===== src/rtl/tlcs_regs.svh =====
// Constants of the connection service engine
// Functional notes
// Report remote-opened connection with id and address
// Confirm local connection with session, id, address, port
// Link layer sends only on established connections
// Earlier send buffer fully precedes later one
// Good send status means characters already copied
// Good send status means accepted, maybe untransmitted
// Send status: good, bad state, buffer, resources
// Link layer retries send after resource refusal
// Sent after acceptance; serial variant after transmission
// Link layer receives only on established connections
// Receive accepted while connection close pending
// Second outstanding receive gets receive-pending status
// Receive status: good, bad state, buffer, pending
// Delivered count never exceeds receive buffer size
// Deliveries ignore remote send boundaries
// Deliveries need not align with frames
// Closing connection may deliver zero-count confirmation
// Link layer supplies encoded characters, exact count
// Close reported only after all characters delivered; code takes a close in its first cycle even with a character queued for it
// One receive-outstanding flag per connection
`ifndef TLCS_REGS_SVH
`define TLCS_REGS_SVH
`define TLCS_NCONN      4
`define TLCS_CONN_W     2
`define TLCS_CHAR_W     8
`define TLCS_SESS_W     8
`define TLCS_IP_W       32
`define TLCS_PORT_W     16
`define TLCS_SIZE_W     8
`define TLCS_SEND_MAX   4
`define TLCS_SLEN_W     3
`define TLCS_FIFO_DEPTH 8
`endif


===== src/rtl/tlcs_pkg.sv =====
// Types shared by the connection service engine
package tlcs_pkg;
  `include "tlcs_regs.svh"

  typedef logic [`TLCS_CONN_W-1:0] tlcs_conn_t;
  typedef logic [`TLCS_CHAR_W-1:0] tlcs_char_t;

  typedef enum logic [2:0] {
    TLCS_GOOD     = 3'h0,
    TLCS_INV_CONN = 3'h1,
    TLCS_INV_BUF  = 3'h2,
    TLCS_NO_RES   = 3'h3,
    TLCS_RCV_PEND = 3'h4
  } tlcs_status_e;

  typedef enum logic [1:0] {
    TLCS_TX_IDLE  = 2'h1,
    TLCS_TX_DRAIN = 2'h2
  } tlcs_txst_e;

  typedef struct packed {
    tlcs_conn_t conn;
    tlcs_char_t ch;
  } tlcs_txw_s;

  typedef struct packed {
    logic [`TLCS_SESS_W-1:0] sess;
    tlcs_conn_t              conn;
    logic [`TLCS_IP_W-1:0]   ip;
    logic [`TLCS_PORT_W-1:0] port;
  } tlcs_conninfo_s;
endpackage


===== src/rtl/tlcs_fifo.sv =====
// Character FIFO between send staging and transport
`timescale 1ns/10ps
module tlcs_fifo #(
  parameter int W     = 10,
  parameter int DEPTH = 8
) (
  input  wire logic         clk,
  input  wire logic         rst_n,
  input  wire logic         in_valid,
  input  wire logic [W-1:0] in_data,
  output logic              in_ready,
  output logic              out_valid,
  output logic [W-1:0]      out_data,
  input  wire logic         out_ready
);
  localparam int AW = $clog2(DEPTH);
  localparam logic [AW:0] DEPTH_C = (AW+1)'(DEPTH);
  localparam logic [AW-1:0] LAST_C = AW'(DEPTH - 1);

  logic [W-1:0]  mem [DEPTH];
  logic [AW-1:0] wr_ptr_reg;
  logic [AW-1:0] rd_ptr_reg;
  logic [AW:0]   count_reg;
  logic [AW:0]   count_next;
  logic          push;
  logic          pop;

  assign in_ready = count_reg != DEPTH_C;
  assign push     = in_valid && in_ready;
  assign pop      = out_valid && out_ready;
  assign out_data = mem[rd_ptr_reg];

  always_comb begin
    count_next = count_reg;
    if (push && !pop) begin
      count_next = count_reg + 1'b1;
    end else if (pop && !push) begin
      count_next = count_reg - 1'b1;
    end
  end

  always_ff @(posedge clk) begin
    if (push) begin
      mem[wr_ptr_reg] <= in_data;
    end
  end

  always_ff @(posedge clk or negedge rst_n) begin
    if (!rst_n) begin
      wr_ptr_reg <= '0;
      rd_ptr_reg <= '0;
      count_reg  <= '0;
      out_valid  <= 1'b0;
    end else begin
      if (push) begin
        wr_ptr_reg <= (wr_ptr_reg == LAST_C) ? '0 : wr_ptr_reg + 1'b1;
      end
      if (pop) begin
        rd_ptr_reg <= (rd_ptr_reg == LAST_C) ? '0 : rd_ptr_reg + 1'b1;
      end
      count_reg <= count_next;
      out_valid <= count_next != '0;
    end
  end
endmodule


===== src/rtl/tlcs_slot.sv =====
// Per-connection state: open, closing and receive tracking
`timescale 1ns/10ps
module tlcs_slot #(
  parameter int SIZE_W = 8
) (
  input  wire logic              clk,
  input  wire logic              rst_n,
  input  wire logic              open_set,
  input  wire logic              close_set,
  input  wire logic              close_ack,
  input  wire logic              rcv_acc,
  input  wire logic [SIZE_W-1:0] rcv_size,
  input  wire logic              rx_take,
  input  wire logic              done_ack,
  output logic                   is_open,
  output logic                   closing,
  output logic                   pend,
  output logic [SIZE_W-1:0]      cnt,
  output logic [SIZE_W-1:0]      size,
  output logic                   want_done,
  output logic                   want_close,
  output logic                   rx_ready
);
  logic              pend_next;
  logic              closing_next;
  logic [SIZE_W-1:0] cnt_next;
  logic [SIZE_W-1:0] size_next;

  // flag set on accept, cleared on confirmation
  assign pend_next    = rcv_acc || (pend && !done_ack);
  assign closing_next = close_set || (closing && !close_ack);
  assign cnt_next     = done_ack ? '0 : (rx_take ? cnt + 1'b1 : cnt);
  assign size_next    = rcv_acc ? rcv_size : size;

  // flush whenever the stream pauses, ignoring send boundaries
  // closing flushes even an empty buffer
  assign want_done  = pend && (cnt == size || closing ||
                               (cnt != '0 && !rx_take));
  // close only once no receive is outstanding
  assign want_close = closing && !pend;

  always_ff @(posedge clk or negedge rst_n) begin
    if (!rst_n) begin
      is_open <= 1'b0;
    end else if (open_set) begin
      is_open <= 1'b1;
    end else if (close_ack) begin
      is_open <= 1'b0;
    end
  end

  always_ff @(posedge clk or negedge rst_n) begin
    if (!rst_n) begin
      pend     <= 1'b0;
      closing  <= 1'b0;
      cnt      <= '0;
      size     <= '0;
      rx_ready <= 1'b0;
    end else begin
      pend    <= pend_next;
      closing <= closing_next;
      cnt     <= cnt_next;
      size    <= size_next;
      // stop taking characters at the buffer size
      rx_ready <= pend_next && !closing_next && !done_ack &&
                  (cnt_next < size_next);
    end
  end
endmodule


===== src/rtl/tlcs_engine.sv =====
// Connection service engine: indications, send and receive
`timescale 1ns/10ps
`include "tlcs_regs.svh"
module tlcs_engine
  import tlcs_pkg::*;
#(
  parameter int FIFO_DEPTH  = `TLCS_FIFO_DEPTH,
  parameter bit SERIAL_PORT = 1'b0
) (
  input  wire logic                       REF_CLK,
  input  wire logic                       RESETN,
  input  wire logic                       TP_ACC_VALID,
  input  wire tlcs_conninfo_s             TP_ACC_INFO,
  input  wire logic                       TP_EST_VALID,
  input  wire tlcs_conninfo_s             TP_EST_INFO,
  input  wire logic                       TP_CLOSE_VALID,
  input  wire tlcs_conn_t                 TP_CLOSE_CONN,
  output logic                            TP_CLOSE_READY,
  input  wire logic                       TP_RX_VALID,
  input  wire tlcs_txw_s                  TP_RX_WORD,
  output logic [`TLCS_NCONN-1:0]          TP_RX_READY,
  output logic                            TP_TX_VALID,
  output tlcs_txw_s                       TP_TX_WORD,
  input  wire logic                       TP_TX_READY,
  output logic                            CONN_RCVD_IND,
  output tlcs_conninfo_s                  CONN_RCVD_INFO,
  output logic                            CONNECTED_IND,
  output tlcs_conninfo_s                  CONNECTED_INFO,
  input  wire logic                       SND_REQ,
  input  wire logic [`TLCS_SESS_W-1:0]    SND_SESS,
  input  wire tlcs_conn_t                 SND_CONN,
  input  wire logic [`TLCS_SLEN_W-1:0]    SND_LEN,
  input  wire logic [`TLCS_SEND_MAX*8-1:0] SND_BUF,
  output logic                            SND_ACK,
  output tlcs_status_e                    SND_RSP,
  output logic                            SENT_IND,
  output logic [`TLCS_SESS_W-1:0]         SENT_SESS,
  output tlcs_conn_t                      SENT_CONN,
  input  wire logic                       RCV_REQ,
  input  wire tlcs_conn_t                 RCV_CONN,
  input  wire logic [`TLCS_SIZE_W-1:0]    RCV_SIZE,
  input  wire logic                       RCV_BUF_OK,
  output logic                            RCV_ACK,
  output tlcs_status_e                    RCV_RSP,
  output logic                            RXD_VALID,
  output tlcs_txw_s                       RXD_WORD,
  output logic                            RCVD_IND,
  output tlcs_conn_t                      RCVD_CONN,
  output logic [`TLCS_SIZE_W-1:0]         RCVD_CNT,
  output logic                            CLOSED_IND,
  output tlcs_conn_t                      CLOSED_CONN
);
  localparam int NC = `TLCS_NCONN;
  localparam int SW = `TLCS_SIZE_W;

  logic [NC-1:0] is_open;
  logic [NC-1:0] closing;
  logic [NC-1:0] pend;
  logic [NC-1:0] want_done;
  logic [NC-1:0] want_close;
  logic [NC-1:0] rx_ready;
  logic [NC-1:0] done_ack;
  logic [NC-1:0] close_ack;
  logic [NC-1:0] rx_take;
  logic [NC-1:0] rcv_acc;
  logic [SW-1:0] cnt  [NC];
  logic [SW-1:0] size [NC];

  logic                       done_any;
  tlcs_conn_t                 done_sel;
  logic                       close_any;
  tlcs_conn_t                 close_sel;
  logic                       rx_hit;
  logic                       close_take;
  logic                       rcv_good;
  tlcs_status_e               rcv_status;
  logic                       snd_good;
  tlcs_status_e               snd_status;

  tlcs_txst_e                   tx_state_reg;
  logic [`TLCS_SEND_MAX*8-1:0]  hold_buf_reg;
  logic [`TLCS_SLEN_W-1:0]      hold_len_reg;
  logic [`TLCS_SLEN_W-1:0]      hold_idx_reg;
  logic [`TLCS_SESS_W-1:0]      hold_sess_reg;
  tlcs_conn_t                   hold_conn_reg;
  logic                         sent_wait_reg;
  logic                         push_valid;
  logic                         push_ready;
  logic                         push_last;
  tlcs_txw_s                    push_word;
  logic                         fifo_valid;
  tlcs_txw_s                    fifo_word;

  // Lowest connection wins each service; others wait a cycle
  always_comb begin
    done_any  = 1'b0;
    done_sel  = '0;
    close_any = 1'b0;
    close_sel = '0;
    for (int i = NC - 1; i >= 0; i--) begin
      if (want_done[i]) begin
        done_any = 1'b1;
        done_sel = tlcs_conn_t'(i);
      end
      if (want_close[i]) begin
        close_any = 1'b1;
        close_sel = tlcs_conn_t'(i);
      end
    end
  end

  assign rx_hit = TP_RX_VALID && TP_RX_READY[TP_RX_WORD.conn];
  // from its second cycle on, a close waits behind that connection's queued character
  assign close_take = TP_CLOSE_VALID && TP_CLOSE_READY;

  genvar g;
  generate
    for (g = 0; g < NC; g++) begin : g_slot
      assign done_ack[g]  = done_any && done_sel == tlcs_conn_t'(g);
      assign close_ack[g] = close_any && close_sel == tlcs_conn_t'(g);
      assign rx_take[g]   = rx_hit && TP_RX_WORD.conn == tlcs_conn_t'(g);
      assign rcv_acc[g]   = rcv_good && RCV_CONN == tlcs_conn_t'(g);
      tlcs_slot #(
        .SIZE_W (SW)
      ) u_slot (
        .clk        (REF_CLK),
        .rst_n      (RESETN),
        .open_set   ((TP_ACC_VALID && TP_ACC_INFO.conn == tlcs_conn_t'(g))
                     || (TP_EST_VALID
                         && TP_EST_INFO.conn == tlcs_conn_t'(g))),
        .close_set  (close_take && TP_CLOSE_CONN == tlcs_conn_t'(g)),
        .close_ack  (close_ack[g]),
        .rcv_acc    (rcv_acc[g]),
        .rcv_size   (RCV_SIZE),
        .rx_take    (rx_take[g]),
        .done_ack   (done_ack[g]),
        .is_open    (is_open[g]),
        .closing    (closing[g]),
        .pend       (pend[g]),
        .cnt        (cnt[g]),
        .size       (size[g]),
        .want_done  (want_done[g]),
        .want_close (want_close[g]),
        .rx_ready   (rx_ready[g])
      );
    end
  endgenerate

  assign TP_RX_READY = rx_ready;

  // Connection indications
  always_ff @(posedge REF_CLK or negedge RESETN) begin
    if (!RESETN) begin
      CONN_RCVD_IND  <= 1'b0;
      CONN_RCVD_INFO <= '0;
      CONNECTED_IND  <= 1'b0;
      CONNECTED_INFO <= '0;
    end else begin
      // remote-opened connection reported
      CONN_RCVD_IND <= TP_ACC_VALID;
      if (TP_ACC_VALID) begin
        CONN_RCVD_INFO <= TP_ACC_INFO;
      end
      // locally initiated connection confirmed
      CONNECTED_IND <= TP_EST_VALID;
      if (TP_EST_VALID) begin
        CONNECTED_INFO <= TP_EST_INFO;
      end
    end
  end

  // Send status; holding register busy counts as no resources
  always_comb begin
    // four send outcomes
    if (!is_open[SND_CONN] || closing[SND_CONN]) begin
      snd_status = TLCS_INV_CONN;
    end else if (SND_LEN == '0
                 || SND_LEN > `TLCS_SLEN_W'(`TLCS_SEND_MAX)) begin
      snd_status = TLCS_INV_BUF;
    end else if (tx_state_reg != TLCS_TX_IDLE || sent_wait_reg) begin
      snd_status = TLCS_NO_RES;
    end else begin
      snd_status = TLCS_GOOD;
    end
    snd_good = SND_REQ && snd_status == TLCS_GOOD;
  end

  always_ff @(posedge REF_CLK or negedge RESETN) begin
    if (!RESETN) begin
      SND_ACK <= 1'b0;
      SND_RSP <= TLCS_GOOD;
    end else begin
      // good answers acceptance, not transmission
      SND_ACK <= SND_REQ;
      if (SND_REQ) begin
        SND_RSP <= snd_status;
      end
    end
  end

  assign push_valid = tx_state_reg == TLCS_TX_DRAIN;
  assign push_last  = hold_idx_reg == hold_len_reg - 1'b1;
  assign push_word  = '{conn: hold_conn_reg,
                        ch: hold_buf_reg[hold_idx_reg*8 +: 8]};

  // buffer copied in the cycle the request is taken
  always_ff @(posedge REF_CLK or negedge RESETN) begin
    if (!RESETN) begin
      tx_state_reg  <= TLCS_TX_IDLE;
      hold_buf_reg  <= '0;
      hold_len_reg  <= '0;
      hold_idx_reg  <= '0;
      hold_sess_reg <= '0;
      hold_conn_reg <= '0;
    end else begin
      case (tx_state_reg)
        TLCS_TX_IDLE: begin
          if (snd_good) begin
            hold_buf_reg  <= SND_BUF;
            hold_len_reg  <= SND_LEN;
            hold_idx_reg  <= '0;
            hold_sess_reg <= SND_SESS;
            hold_conn_reg <= SND_CONN;
            tx_state_reg  <= TLCS_TX_DRAIN;
          end
        end
        TLCS_TX_DRAIN: begin
          // one buffer drains whole before the next is taken
          if (push_ready) begin
            hold_idx_reg <= hold_idx_reg + 1'b1;
            if (push_last) begin
              tx_state_reg <= TLCS_TX_IDLE;
            end
          end
        end
        default: tx_state_reg <= TLCS_TX_IDLE;
      endcase
    end
  end

  // Back-pressure from the transport stalls the staging drain
  tlcs_fifo #(
    .W     ($bits(tlcs_txw_s)),
    .DEPTH (FIFO_DEPTH)
  ) u_fifo (
    .clk       (REF_CLK),
    .rst_n     (RESETN),
    .in_valid  (push_valid),
    .in_data   (push_word),
    .in_ready  (push_ready),
    .out_valid (fifo_valid),
    .out_data  (fifo_word),
    .out_ready (TP_TX_READY)
  );

  assign TP_TX_VALID = fifo_valid;
  assign TP_TX_WORD  = fifo_word;

  // serial variant waits for the FIFO to empty
  always_ff @(posedge REF_CLK or negedge RESETN) begin
    if (!RESETN) begin
      SENT_IND      <= 1'b0;
      SENT_SESS     <= '0;
      SENT_CONN     <= '0;
      sent_wait_reg <= 1'b0;
    end else begin
      SENT_IND <= 1'b0;
      if (push_valid && push_ready && push_last) begin
        SENT_SESS <= hold_sess_reg;
        SENT_CONN <= hold_conn_reg;
        if (SERIAL_PORT) begin
          sent_wait_reg <= 1'b1;
        end else begin
          SENT_IND <= 1'b1;
        end
      end else if (sent_wait_reg && !fifo_valid) begin
        sent_wait_reg <= 1'b0;
        SENT_IND      <= 1'b1;
      end
    end
  end

  // Receive status
  always_comb begin
    // a closing connection still takes receives
    // four receive outcomes
    if (!is_open[RCV_CONN]) begin
      rcv_status = TLCS_INV_CONN;
    end else if (!RCV_BUF_OK || RCV_SIZE == '0) begin
      rcv_status = TLCS_INV_BUF;
    end else if (pend[RCV_CONN]) begin
      // one outstanding receive per connection
      rcv_status = TLCS_RCV_PEND;
    end else begin
      rcv_status = TLCS_GOOD;
    end
    rcv_good = RCV_REQ && rcv_status == TLCS_GOOD;
  end

  always_ff @(posedge REF_CLK or negedge RESETN) begin
    if (!RESETN) begin
      RCV_ACK <= 1'b0;
      RCV_RSP <= TLCS_GOOD;
    end else begin
      RCV_ACK <= RCV_REQ;
      if (RCV_REQ) begin
        RCV_RSP <= rcv_status;
      end
    end
  end

  // Delivery of characters, confirmations and closes
  always_ff @(posedge REF_CLK or negedge RESETN) begin
    if (!RESETN) begin
      RXD_VALID      <= 1'b0;
      RXD_WORD       <= '0;
      RCVD_IND       <= 1'b0;
      RCVD_CONN      <= '0;
      RCVD_CNT       <= '0;
      CLOSED_IND     <= 1'b0;
      CLOSED_CONN    <= '0;
      TP_CLOSE_READY <= 1'b0;
    end else begin
      // characters pass through with no frame alignment
      RXD_VALID <= rx_hit;
      if (rx_hit) begin
        RXD_WORD <= TP_RX_WORD;
      end
      RCVD_IND <= done_any;
      if (done_any) begin
        RCVD_CONN <= done_sel;
        RCVD_CNT  <= cnt[done_sel];
      end
      // closed reported after the last confirmation
      CLOSED_IND <= close_any;
      if (close_any) begin
        CLOSED_CONN <= close_sel;
      end
      TP_CLOSE_READY <= !(TP_RX_VALID && TP_CLOSE_VALID
                          && TP_RX_WORD.conn == TP_CLOSE_CONN)
                        && !close_take;
    end
  end
endmodule


===== config.mk =====
export PLATFORM = sky130hd
export DESIGN_NAME = tlcs_engine
export DESIGN_NICKNAME = d
export VERILOG_FILES = /design/src/rtl/tlcs_pkg.sv /design/src/rtl/tlcs_fifo.sv /design/src/rtl/tlcs_slot.sv /design/src/rtl/tlcs_engine.sv
export VERILOG_INCLUDE_DIRS = /design/src /design/src/rtl
export SDC_FILE = /design/constraint.sdc
export NUM_CORES = 1
export LEC_CHECK = 0
export BUFFER_PORTS_ARGS = -buffer_cell sky130_fd_sc_hd__buf_2
export CAP_MARGIN = 40
export CORE_MARGIN = 3
export CORE_UTILIZATION = 35
export CTS_CLUSTER_SIZE = 25
export DETAILED_ROUTE_END_ITERATION = 12
export GPL_ROUTABILITY_DRIVEN = 0
export PLACE_DENSITY = 0.65
export SYNTH_ARGS = -nofsm -noshare
export SYNTH_HDL_FRONTEND = slang
export SYNTH_SLANG_ARGS = --single-unit
export TNS_END_PERCENT = 1

===== constraint.sdc =====
create_clock -name REF_CLK -period 8.3 [get_ports REF_CLK]
set_clock_uncertainty 0.05 [all_clocks]
set_input_delay 0.415 -clock REF_CLK [delete_from_list [all_inputs] [get_ports REF_CLK]]
set_output_delay 0.415 -clock REF_CLK [all_outputs]
set_load 0.1 [all_outputs]

# [Yosys cells after proc, flatten, opt, wreduce, memory -nomap -nowiden]
# Memories as Yosys holds them, arrays and structs flattened.
# Index checks and enable logic that the tools add are counted.
[word_totals] ff_bits=304 mem_bits_rw=80 in_bits=193 out_inout_bits=178 elab_cells=332 n_memories=1
[op_classes] addsub=10 n_lt_le_gt_ge=9 n_eq_ne=36 n_shift=1 n_mux=69 n_bitwise=1 reduce_logical=145
[memory_table] memory="u_fifo.mem" depth=8 word_bits=10 rd=1 rd_ports_with_merged_regs=0 write_ports=1 line_no="tlcs_fifo.sv:20" text="logic [W-1:0] mem [DEPTH];"
[ops] operator="$mux W8" n=14
[ops] operator="$logic_and A1 B1 Y1" n=72
[ops] operator="$add A8 B1 Y8 const B" n=4
[ops] operator="$eq A8 B8 Y1" n=4
[ops] operator="$lt A8 B8 Y1" n=4
[ops] operator="$reduce_bool A8 Y1" n=4
[ops] operator="$shiftx A32 B7 Y8" n=1
[ops] operator="$eq A2 B2 Y1 const B" n=15
[ops] operator="$mux W2" n=14
[ops] operator="$logic_not A1 Y1" n=26
[ops] operator="$mux W1" n=24
[ops] operator="$logic_or A1 B1 Y1" n=23
[ops] operator="$mux W3" n=7
[ops] operator="$bmux W8 S2" n=1
[ops] operator="$eq A2 B1 Y1 const B" n=8
[ops] operator="$logic_not A2 Y1" n=7
[ops] operator="$bmux W1 S2" n=5
[ops] operator="$reduce_bool A2 Y1" n=5
[ops] operator="$add A3 B1 Y3 const B" n=3
[ops] operator="$logic_not A3 Y1" n=3
[ops] operator="$lt A2 B3 Y1 const B" n=3
[ops] operator="$logic_not A8 Y1" n=1
[ops] operator="$mux W4" n=2
[ops] operator="$eq A3 B3 Y1 const B" n=2
[ops] operator="16 further kinds" n=19

# [Depth between registers and ports, before layout]
# Gate-level depths: netlist of the first run.
[logic_depth] depth_word=20 depth_mapped=15 ltp_nobuf=15

# [Hierarchy]
# From an unflattened synthesis of the first run, not the netlist that was laid out.
[hier_totals] cells_unflattened=1230 hier_area_um2=17209.0
[by_module_without_submodules] mod="tlcs_engine" instances=1 cells_per_inst=604 area_per_inst_um2=8968.6 seq_area_each_um2=5306.3
[by_module_without_submodules] mod="tlcs_slot" instances=4 cells_per_inst=109 area_per_inst_um2=1133.6 seq_area_each_um2=500.5
[by_module_without_submodules] mod="tlcs_fifo" instances=1 cells_per_inst=190 area_per_inst_um2=3706.1 seq_area_each_um2=2677.6

# [Least setup slack after synthesis of the first run]
# No wires, ideal clock.
[synth_path] path_kind="input -> register" start="in TP_RX_WORD[8] in the netlist's numbering" end="reg g_slot[3].u_slot.rx_ready" setup_time_ps=96 arrival_ps=2883 t_required_ps=8154 path_slack_ps=5272 stages=13 path_buffers=2 path_cell_list="buf_2 nor4bb_1 clkbuf_2 a21o_1 o211a_1 o22ai_1 nor3_4 nor2_1 ha_1 a21o_1 a21o_1 a221o_1 nor4_2"
[synth_via] elab_cells_between_ends=46 cone_classes="order compare (1); eq/ne (4); mux (12); reduce/logical (29)"
[synth_lines] element="from (decl)" line_no="tlcs_engine.sv:20" text="input wire tlcs_txw_s TP_RX_WORD,"
[synth_lines] element="$bmux W1 S2" line_no="tlcs_engine.sv:112" text="assign rx_hit = TP_RX_VALID && TP_RX_READY[TP_RX_WORD.conn];"
[synth_lines] element="$mux W1 (implied by the code)" line_no="tlcs_engine.sv:112"
[synth_lines] element="$logic_and A1 B1 Y1" line_no="tlcs_engine.sv:112"
[synth_lines] element="$logic_and A1 B1 Y1" line_no="tlcs_engine.sv:121" text="assign rx_take[g] = rx_hit && TP_RX_WORD.conn == tlcs_conn_t'(g);"
[synth_lines] element="$logic_not A1 Y1" line_no="tlcs_slot.sv:38" text="(cnt != '0 && !rx_take));"
[synth_lines] element="$logic_and A1 B1 Y1" line_no="tlcs_slot.sv:38"
[synth_lines] element="$logic_or A1 B1 Y1" line_no="tlcs_slot.sv:37" text="assign want_done = pend && (cnt == size || closing ||"
[synth_lines] element="$logic_and A1 B1 Y1" line_no="tlcs_slot.sv:37"
[synth_lines] element="$mux W2 (4 in a row)" line_no="tlcs_engine.sv:101" text="if (want_done[i]) begin"
[synth_lines] element="$eq A2 B2 Y1" line_no="tlcs_engine.sv:119" text="assign done_ack[g] = done_any && done_sel == tlcs_conn_t'(g);"
[synth_lines] element="$logic_and A1 B1 Y1" line_no="tlcs_engine.sv:119"
[synth_lines] element="$mux W8 *" line_no="tlcs_slot.sv:32" text="assign cnt_next = done_ack ? '0 : (rx_take ? cnt + 1'b1 : cnt);"
[synth_lines] element="net g_slot[3].u_slot.cnt_next[5]" line_no="tlcs_slot.sv:26" text="logic [SIZE_W-1:0] cnt_next;"
[synth_lines] element="$lt A8 B8 Y1 *" line_no="tlcs_slot.sv:66" text="(cnt_next < size_next);"
[synth_lines] element="$logic_and A1 B1 Y1 *" line_no="tlcs_slot.sv:65" text="rx_ready <= pend_next && !closing_next && !done_ack &&"
[synth_lines] element="to (signal assigned)" line_no="tlcs_slot.sv:65"
[synth_lines] element="to (decl)" line_no="tlcs_slot.sv:22" text="output logic rx_ready"
# Mark *: on every way through the listed nets, which the timed path passes. The rest lies on a longest branch. The select of a mux whose other input is x is not followed.
# A chain may end at the register's enable or synchronous reset.

# [Worst setup path in the final report of the first run]
[layout_path] start="reg g_slot[0].u_slot.cnt[0]" end="reg g_slot[2].u_slot.rx_ready"
[layout_via] elab_cells_between_ends=18 cone_classes="order compare (1); eq/ne (2); mux (3); reduce/logical (12)"
[layout_lines] element="from (decl)" line_no="tlcs_slot.sv:18" text="output logic [SIZE_W-1:0] cnt,"
[layout_lines] element="from (signal assigned)" line_no="tlcs_slot.sv:62" text="cnt <= cnt_next;"
[layout_lines] element="$eq A8 B8 Y1 or $reduce_bool A8 Y1 (tied branches)" line_no="tlcs_slot.sv:37, tlcs_slot.sv:38"
[layout_lines] element="$logic_or A1 B1 Y1 or $logic_and A1 B1 Y1 (tied branches)" line_no="tlcs_slot.sv:37, tlcs_slot.sv:38"
[layout_lines] element="$logic_or A1 B1 Y1 *" line_no="tlcs_slot.sv:37"
[layout_lines] element="$logic_and A1 B1 Y1 *" line_no="tlcs_slot.sv:37"
[layout_lines] element="$mux W2" line_no="tlcs_engine.sv:101"
[layout_lines] element="$eq A2 B2 Y1" line_no="tlcs_engine.sv:119"
[layout_lines] element="$logic_and A1 B1 Y1 *" line_no="tlcs_engine.sv:119"
[layout_lines] element="$mux W8 *" line_no="tlcs_slot.sv:32"
[layout_lines] element="net g_slot[2].u_slot.cnt_next[3]" line_no="tlcs_slot.sv:26"
[layout_lines] element="$lt A8 B8 Y1 *" line_no="tlcs_slot.sv:66"
[layout_lines] element="$logic_and A1 B1 Y1 *" line_no="tlcs_slot.sv:65"
[layout_lines] element="to (signal assigned)" line_no="tlcs_slot.sv:65"
[layout_lines] element="to (decl)" line_no="tlcs_slot.sv:22"
# Mark *: on every way through the listed nets, which the timed path passes. The rest lies on a longest branch.

==> impl_metrics.json, run 1 <==
{
  "ys_types": 75,
  "instances_no_fill": 2294,
  "p_int_mw": 4.40,
  "ys_async_sr_fraction_pct": 79.1,
  "critPathKind": "reg -> reg",
  "wirelength_mm": 44.6,
  "synth-main-ff-cell": "dfrtp_1",
  "hold_class": "in -> reg",
  "synthCells": 1239,
  "core_um2": 47100,
  "ios": 371,
  "die-area_um2": 50900,
  "p_sw_share_pct": 43.0,
  "antenna_found_initial": 3,
  "fin_crit_ps": 3570,
  "num_vias": 11600,
  "maxCapViolCount": 0,
  "cp.required_ps": 8710,
  "endpoint_kind": "flop",
  "cts_root_buf": "clkbuf_16",
  "yosysMostFrequentCell": "dfrtp_1",
  "cp_max_fo": 12,
  "drtAntennaViolNets": 0,
  "crit_chain": "inv_1 -> ha_1 -> nor4b_1 -> a21o_1 -> o211a_1 -> o22ai_1 -> buf_4 -> nor2_2 -> nor2_1 -> ha_1 -> a21o_1 -> a21o_1 -> a21oi_1 -> nor2b_1 -> o21ai_0 -> nor4b_2",
  "finalHoldViolations": 0,
  "p_comb_share_pct": 39.8,
  "cts_resized": 0,
  "final_util_pct": 45.2,
  "setup_viol": 0,
  "wire_per_inst_um": 19.5,
  "yosysWarnings": 0,
  "die_h_um": 226,
  "grt_pass1_wl_mm": 69.4,
  "rsz0062_at_grt": "false",
  "avgViaCountPerCell": 5.03,
  "dp_hpwl_mm": 32.7,
  "cts_buffer_depth": 3,
  "drc_errors": 0,
  "reg.largest.list": "u_fifo.mem (80), CONNECTED_INFO (58), CONN_RCVD_INFO (58)",
  "area_growth_syn_to_layout_pct": 26.0,
  "syn_area_um2": 16900,
  "vdd_drop_max_uv": 221,
  "clock_latency_ps": 560,
  "relSlewSlack_pct": 36.7,
  "largest-register": "u_fifo.mem",
  "cp-start-kind": "flop",
  "io_buffers": 369,
  "nets": 1891,
  "slew_viol_final": 0,
  "clkPwrFrac_pct": 24.2,
  "outcome": "complete, no violations",
  "tightestPinTransition_ps": 950,
  "numCtsBuffers": 43,
  "drive_gt1_share_pct": 41.6,
  "first_pass_iters": 5,
  "dr.first_iter.drc_count": 676,
  "nFillCells": 4234,
  "grt.total_usage_pct": 17.4,
  "yosysSeqAreaShare_pct": 59.1,
  "synth.top_cells.by_area": "dfrtp_1, edfxtp_1, mux2_2",
  "cts_tree": "done",
  "path_common_cell": "a21o_1",
  "fin_setup_tns_ps": 0,
  "arrival_ps": 3980,
  "dp_cells": 2177,
  "largest_reg_flops": 80,
  "cts_sinks": 383,
  "power_density_nw_per_um2": 363,
  "grt_max_degree": 118,
  "htreeDepth": 2,
  "post-route-period-util_pct": 43.0,
  "cp_slowest_cell": "dfrtp_1",
  "fmax_mhz": 280,
  "p_leak_nw": 9.72,
  "gr-total-overflow": 0,
  "yosysTopAreaCellShare_pct": 44.8,
  "synth_edf_count": 80,
  "clk_pin_slew_ps": 60,
  "rows": 79,
  "yosys-top-cells-count": "dfrtp_1, mux2_2, edfxtp_1, nor2_1, inv_1",
  "path_delay_family": "simple AND/OR/NAND/NOR gates",
  "synth_seq_cells": 383,
  "seq_power_share_pct": 36.0,
  "start_util_pct": 35.9,
  "synth_top_area_cell": "dfrtp_1",
  "path_buf_inv": 2,
  "max_stage_delay_ps": 470,
  "syn_area_per_cell_um2": 13.6,
  "first_global_vias": 12300,
  "power.switching_mw": 3.32,
  "die_w_um": 226,
  "whs_ps": 41.3,
  "synth_nets": 1476
}
==> power groups by stage <==
stage          sequential, mW  clock (mW)  combinational [mW]
2_1_floorplan            3.64           0                1.52
3_3_place_gp             2.80           0                2.99
3_5_place_dp             2.81           0                3.06
4_1_cts                  2.78        1.93                3.09
5_1_grt                  2.83        2.00                3.27
6_report                 2.78        1.87                3.07
==> routing by layer <==
metal	routed length [um]	vias to the layer above	track usage, %
li1	-	5283	-
met1	18500	5745	22.0
met2	21300	430	28.7
met3	3330	92	4.63
met4	1530	0	6.97
met5	0	-	0
==> what timing repair did <==
item	in CTS	in global routing
hold buffers	39	0
setup buffers	0	0
hold endpoints to repair	151	0
==> placed cells by master, fill, tap and decap left out, types with 10 or more instances in the layout <==
| cell | netlist | final |
|---|---|---|
| a21o_1 | 11 | 11 |
| a21oi_1 | 17 | 17 |
| buf_2 | 12 | 369 |
| buf_4 | 8 | 19 |
| clkbuf_16 | 0 | 44 |
| dfrtp_1 | 302 | 302 |
| dlygate4sd3_1 | 0 | 39 |
| edfxtp_1 | 80 | 80 |
| ha_1 | 44 | 44 |
| inv_1 | 64 | 64 |
| mux2_2 | 187 | 187 |
| mux2i_1 | 26 | 26 |
| mux4_2 | 31 | 31 |
| nand2_1 | 62 | 62 |
| nand3_1 | 17 | 17 |
| nand4_1 | 18 | 18 |
| nor2_1 | 67 | 67 |
| nor2b_1 | 12 | 12 |
| nor4_1 | 12 | 10 |
| o21ai_0 | 24 | 24 |
| xnor2_1 | 33 | 33 |
| xor2_1 | 39 | 39 |
==> final cells by class <==
class	count	area, um2	share of cell area, %
repair buffers	433	2480	11.7
multi-input cells	728	6400	30.1
well taps	607	759	3.57
clock buffers	60	1230	5.79
inverters	65	244	1.15
flip-flops and latches	383	9990	46.9
clock inverters	16	155	0.729
diodes	2	5.00	0.0235
==> per-stage QoR <==
step | setup slack (ps) | power [mW] | area, um2
finish | 4730 | 7.71 | 21300
global route | 4470 | 8.09 | 21300
detailed placement | 4680 | 5.87 | 19500
floorplan | 5270 | 5.17 | 16900
global placement | 4250 | 5.79 | 19300
CTS | 4730 | 7.79 | 21300
==> final timing paths <==
path | start | to | slack [ps] | depth (start not counted)
max | g_slot[0].u_slot.cnt[0]$_DFF_PN0_ | g_slot[2].u_slot.rx_ready$_DFF_PN0_ | 4730 | 16
min | TP_ACC_INFO[7] | CONN_RCVD_INFO[7]$_DFFE_PN0P_ | 40 | 2
max reg2reg | g_slot[0].u_slot.cnt[0]$_DFF_PN0_ | g_slot[2].u_slot.rx_ready$_DFF_PN0_ | 4730 | 16
min reg2reg | RXD_WORD[5]$_DFFE_PN0P_ | RXD_WORD[5]$_DFFE_PN0P_ | 430 | 2
max in group asynchronous | RESETN | CONN_RCVD_INFO[47]$_DFFE_PN0P_ | 6260 | 3
min in group asynchronous | RESETN | RXD_WORD[7]$_DFFE_PN0P_ | 460 | 2
==> cells by family (layout without fill, tap and decap cells) <==
group,count (synthesis),after routing,share of synthesized area [%]
and+or+nand+nor,250,250,7.63
adders and majority gates,44,44,3.26
muxes,245,245,18.2
buffers and inverters,128,574,3.21
DFF,383,383,59.1
AOI/OAI and AO/OA,116,116,4.76
other,1,3,0.0222
xor gates and xnor gates,72,72,3.74
Note: power is estimated with default switching activity, not from simulation.
==> run 2, diff against run 1 <==
--- a/config.mk
+++ b/config.mk
@@ -13,7 +13,7 @@
 export CTS_CLUSTER_SIZE = 25
 export DETAILED_ROUTE_END_ITERATION = 12
 export GPL_ROUTABILITY_DRIVEN = 0
-export PLACE_DENSITY = 0.65
+export PLACE_DENSITY = 0.67
 export SYNTH_ARGS = -nofsm -noshare
 export SYNTH_HDL_FRONTEND = slang
 export SYNTH_SLANG_ARGS = --single-unit
==> constraint.sdc (replaced) <==
create_clock -name REF_CLK -period 2.92 [get_ports REF_CLK]
set_clock_uncertainty 0.05 [all_clocks]
set_input_delay 0.146 -clock REF_CLK [delete_from_list [all_inputs] [get_ports REF_CLK]]
set_output_delay 0.146 -clock REF_CLK [all_outputs]
set_load 0.1 [all_outputs]
==> run 2 against run 1 <==
Effect of this change: the flow now finishes with violations (negative setup slack); via count up 9.9%; sequential power rose to 2.8 times the previous value; combinational power rose to 3.1 times the previous value; worst hold slack better by 2.7 ps; non-clock buffer count up 231; power rose to 3.0 times the previous value; final area up 12%; critical path depth down 2; maximum frequency up 18%; final cell count up 10%; clock power rose to 3.0 times the previous value; global-route usage up 1.7 points; critical path type unchanged; critical endpoint unchanged.
==> impl_metrics.json, run 2 (same netlist as run 1, synthesis figures left out) <==
{
  "r2r_slack_ps": -100,
  "gr-total-overflow": 0,
  "largest-register": "u_fifo.mem",
  "numCtsBuffers": 43,
  "hold_class": "in -> reg",
  "layout_commonest_cell": "buf_2",
  "vdd_drop_max_uv": 636,
  "hold_start": "RCV_SIZE[6]",
  "htreeDepth": 2,
  "post-route-period-util_pct": 103,
  "wire_per_inst_um": 19.4,
  "nFillCells": 3972,
  "die-area_um2": 50900,
  "instances_no_fill": 2529,
  "first_pass_iters": 5,
  "cts_root_buf": "clkbuf_16",
  "power.total_mw": 23.0,
  "power_density_nw_per_um2": 971,
  "fin_crit_ps": 3020,
  "clock_latency_ps": 570,
  "grt_max_degree": 73,
  "timing.rr.start": "g_slot[1].u_slot.cnt[5]$_DFF_PN0_",
  "wirelength_mm": 49.0,
  "reg.largest.list": "u_fifo.mem (80), CONNECTED_INFO (58), CONN_RCVD_INFO (58)",
  "dp_cells": 2246,
  "first_global_vias": 13600,
  "largest_reg_flops": 80,
  "rsz0062_at_grt": "true",
  "failed_checks": "negative setup slack",
  "outcome": "complete, but fails checks",
  "cp-start-kind": "flop",
  "endpoint_kind": "flop",
  "antenna_found_initial": 2,
  "maxCapViolCount": 0,
  "nets": 2122,
  "hold_path_depth": 4,
  "grt_pass1_wl_mm": 76.3,
  "ios": 371,
  "setup_viol": 4,
  "layout_common_cells": "buf_2, dfrtp_1, dlygate4sd3_1",
  "critPathKind": "reg -> reg",
  "drc_errors": 0,
  "tightestPinTransition_ps": 863,
  "grt.total_usage_pct": 19.2,
  "min_to": "g_slot[2].u_slot.size[6]$_DFF_PN0_",
  "cts_buffer_depth": 3,
  "cts_tree": "done",
  "finalHoldViolations": 0,
  "clk_pin_slew_ps": 60,
  "p_leak_nw": 10.8,
  "avgViaCountPerCell": 5.02,
  "worstReg2RegEnd": "g_slot[2].u_slot.rx_ready$_DFF_PN0_",
  "dr.first_iter.drc_count": 761,
  "fin_ws_ps": -95.0,
  "cts_sinks": 383,
  "arrival_ps": 3440,
  "num_vias": 12700,
  "core_um2": 47100,
  "slew_viol_final": 0,
  "drtAntennaViolNets": 0,
  "io_buffers": 369,
  "area_growth_syn_to_layout_pct": 40.5,
  "die_h_um": 226,
  "relSlewSlack_pct": 42.5,
  "fmax_mhz": 332,
  "die_w_um": 226,
  "drive_gt1_share_pct": 42.2,
  "cp_max_fo": 3,
  "ff2ff_path_depth": 14,
  "start_util_pct": 35.9,
  "rows": 79,
  "dp_hpwl_mm": 34.1,
  "cp.required_ps": 3350
}
[run 2: cell types whose count changed in the layout (fill, tap and decap cells not counted), moves of 3 or more]
cell           before  now
nor3_2              5    1
nor2_4              0    6
nor4_2              2    7
buf_4              19   96
buf_12              0    6
ha_1               44   39
nor4_1             10    6
nor2_2              1    4
nor2_1             67   58
dlygate4sd3_1      39  189
ha_4                0    5
nor3_1              9   13
bufinv_16           2    6
[run 2: report_power, final]
| group | switching [mW] | internal [mW] | total (mW) |
|---|---|---|---|
| clock network | 2.26 | 3.41 | 5.67 |
| registers | 0.902 | 6.86 | 7.76 |
| logic | 6.59 | 3.01 | 9.60 |
| total | 9.76 | 13.3 | 23.0 |
[run 2: final cells by class]
class                   instances  area [um2]  area share [%]
inverters                      65         244            1.03
diodes                          2        5.00          0.0211
well taps                     607         759            3.20
clock inverters                24         323            1.36
clock buffers                  56        1170            4.95
multi-input cells             728        6600            27.8
repair buffers                664        4630            19.5
flip-flops and latches        383        9990            42.1
[run 2: timing repair]
action | in CTS | in global routing
pin swaps | 21 | 4
setup buffers | 11 | 1
hold buffers | 189 | 0
endpoints found under the setup margin | 4 | 4
resized for setup | 31 | 8
endpoints found under the hold margin | 417 | 0
[run 2: worst max path at each step]
stage,startpoint,end,cells after the start
2_1_floorplan,g_slot[3].u_slot.cnt[4]$_DFF_PN0_,g_slot[3].u_slot.rx_ready$_DFF_PN0_,13
3_3_place_gp,RCV_SIZE[0],g_slot[0].u_slot.rx_ready$_DFF_PN0_,12
3_5_place_dp,RCV_SIZE[0],g_slot[0].u_slot.rx_ready$_DFF_PN0_,12
4_1_cts,g_slot[1].u_slot.cnt[2]$_DFF_PN0_,g_slot[1].u_slot.rx_ready$_DFF_PN0_,14
5_1_grt,g_slot[1].u_slot.size[5]$_DFF_PN0_,g_slot[2].u_slot.rx_ready$_DFF_PN0_,14
6_report,g_slot[1].u_slot.cnt[5]$_DFF_PN0_,g_slot[2].u_slot.rx_ready$_DFF_PN0_,14
[run 2: routing by layer]
layer	global-route usage, %	part of all wire, %
met3	4.51	6.7
met5	0	0.027
met1	24.1	41
met4	7.03	3.3
met2	32.4	49
[run 2: critical path, cell delays in order, from the launching register on]
cell,delay [ps]
dfrtp_1,410
xor2_1,160
nor4_2,430
a221oi_4,130
buf_4,170
o22ai_4,200
nor2_2,90
nor2_2,120
ha_1,250
a21o_1,170
a21o_1,180
a21oi_1,150
nor2b_1,60
o21ai_0,150
nor4b_2,200
[run 2: through the flow]
| stage | cell area (um2) | hold WS, ps | util (%) | setup WS [ps] | setup TNS (ps) |
|---|---|---|---|---|---|
| 3_3_place_gp | 20000 | 61.1 | 42.5 | -94.5 | -94.5 |
| 2_1_floorplan | 16900 | -200 | - | -8.35 | -8.35 |
| 5_1_grt | 23700 | 30.2 | 50.4 | -206 | -704 |
| 3_5_place_dp | 20000 | 86.6 | 42.5 | -133 | -258 |
| 4_1_cts | 23700 | 3.50 | 50.3 | -16.2 | -44.3 |
| 6_report | 23700 | 43.9 | 50.4 | -95.0 | -173 |
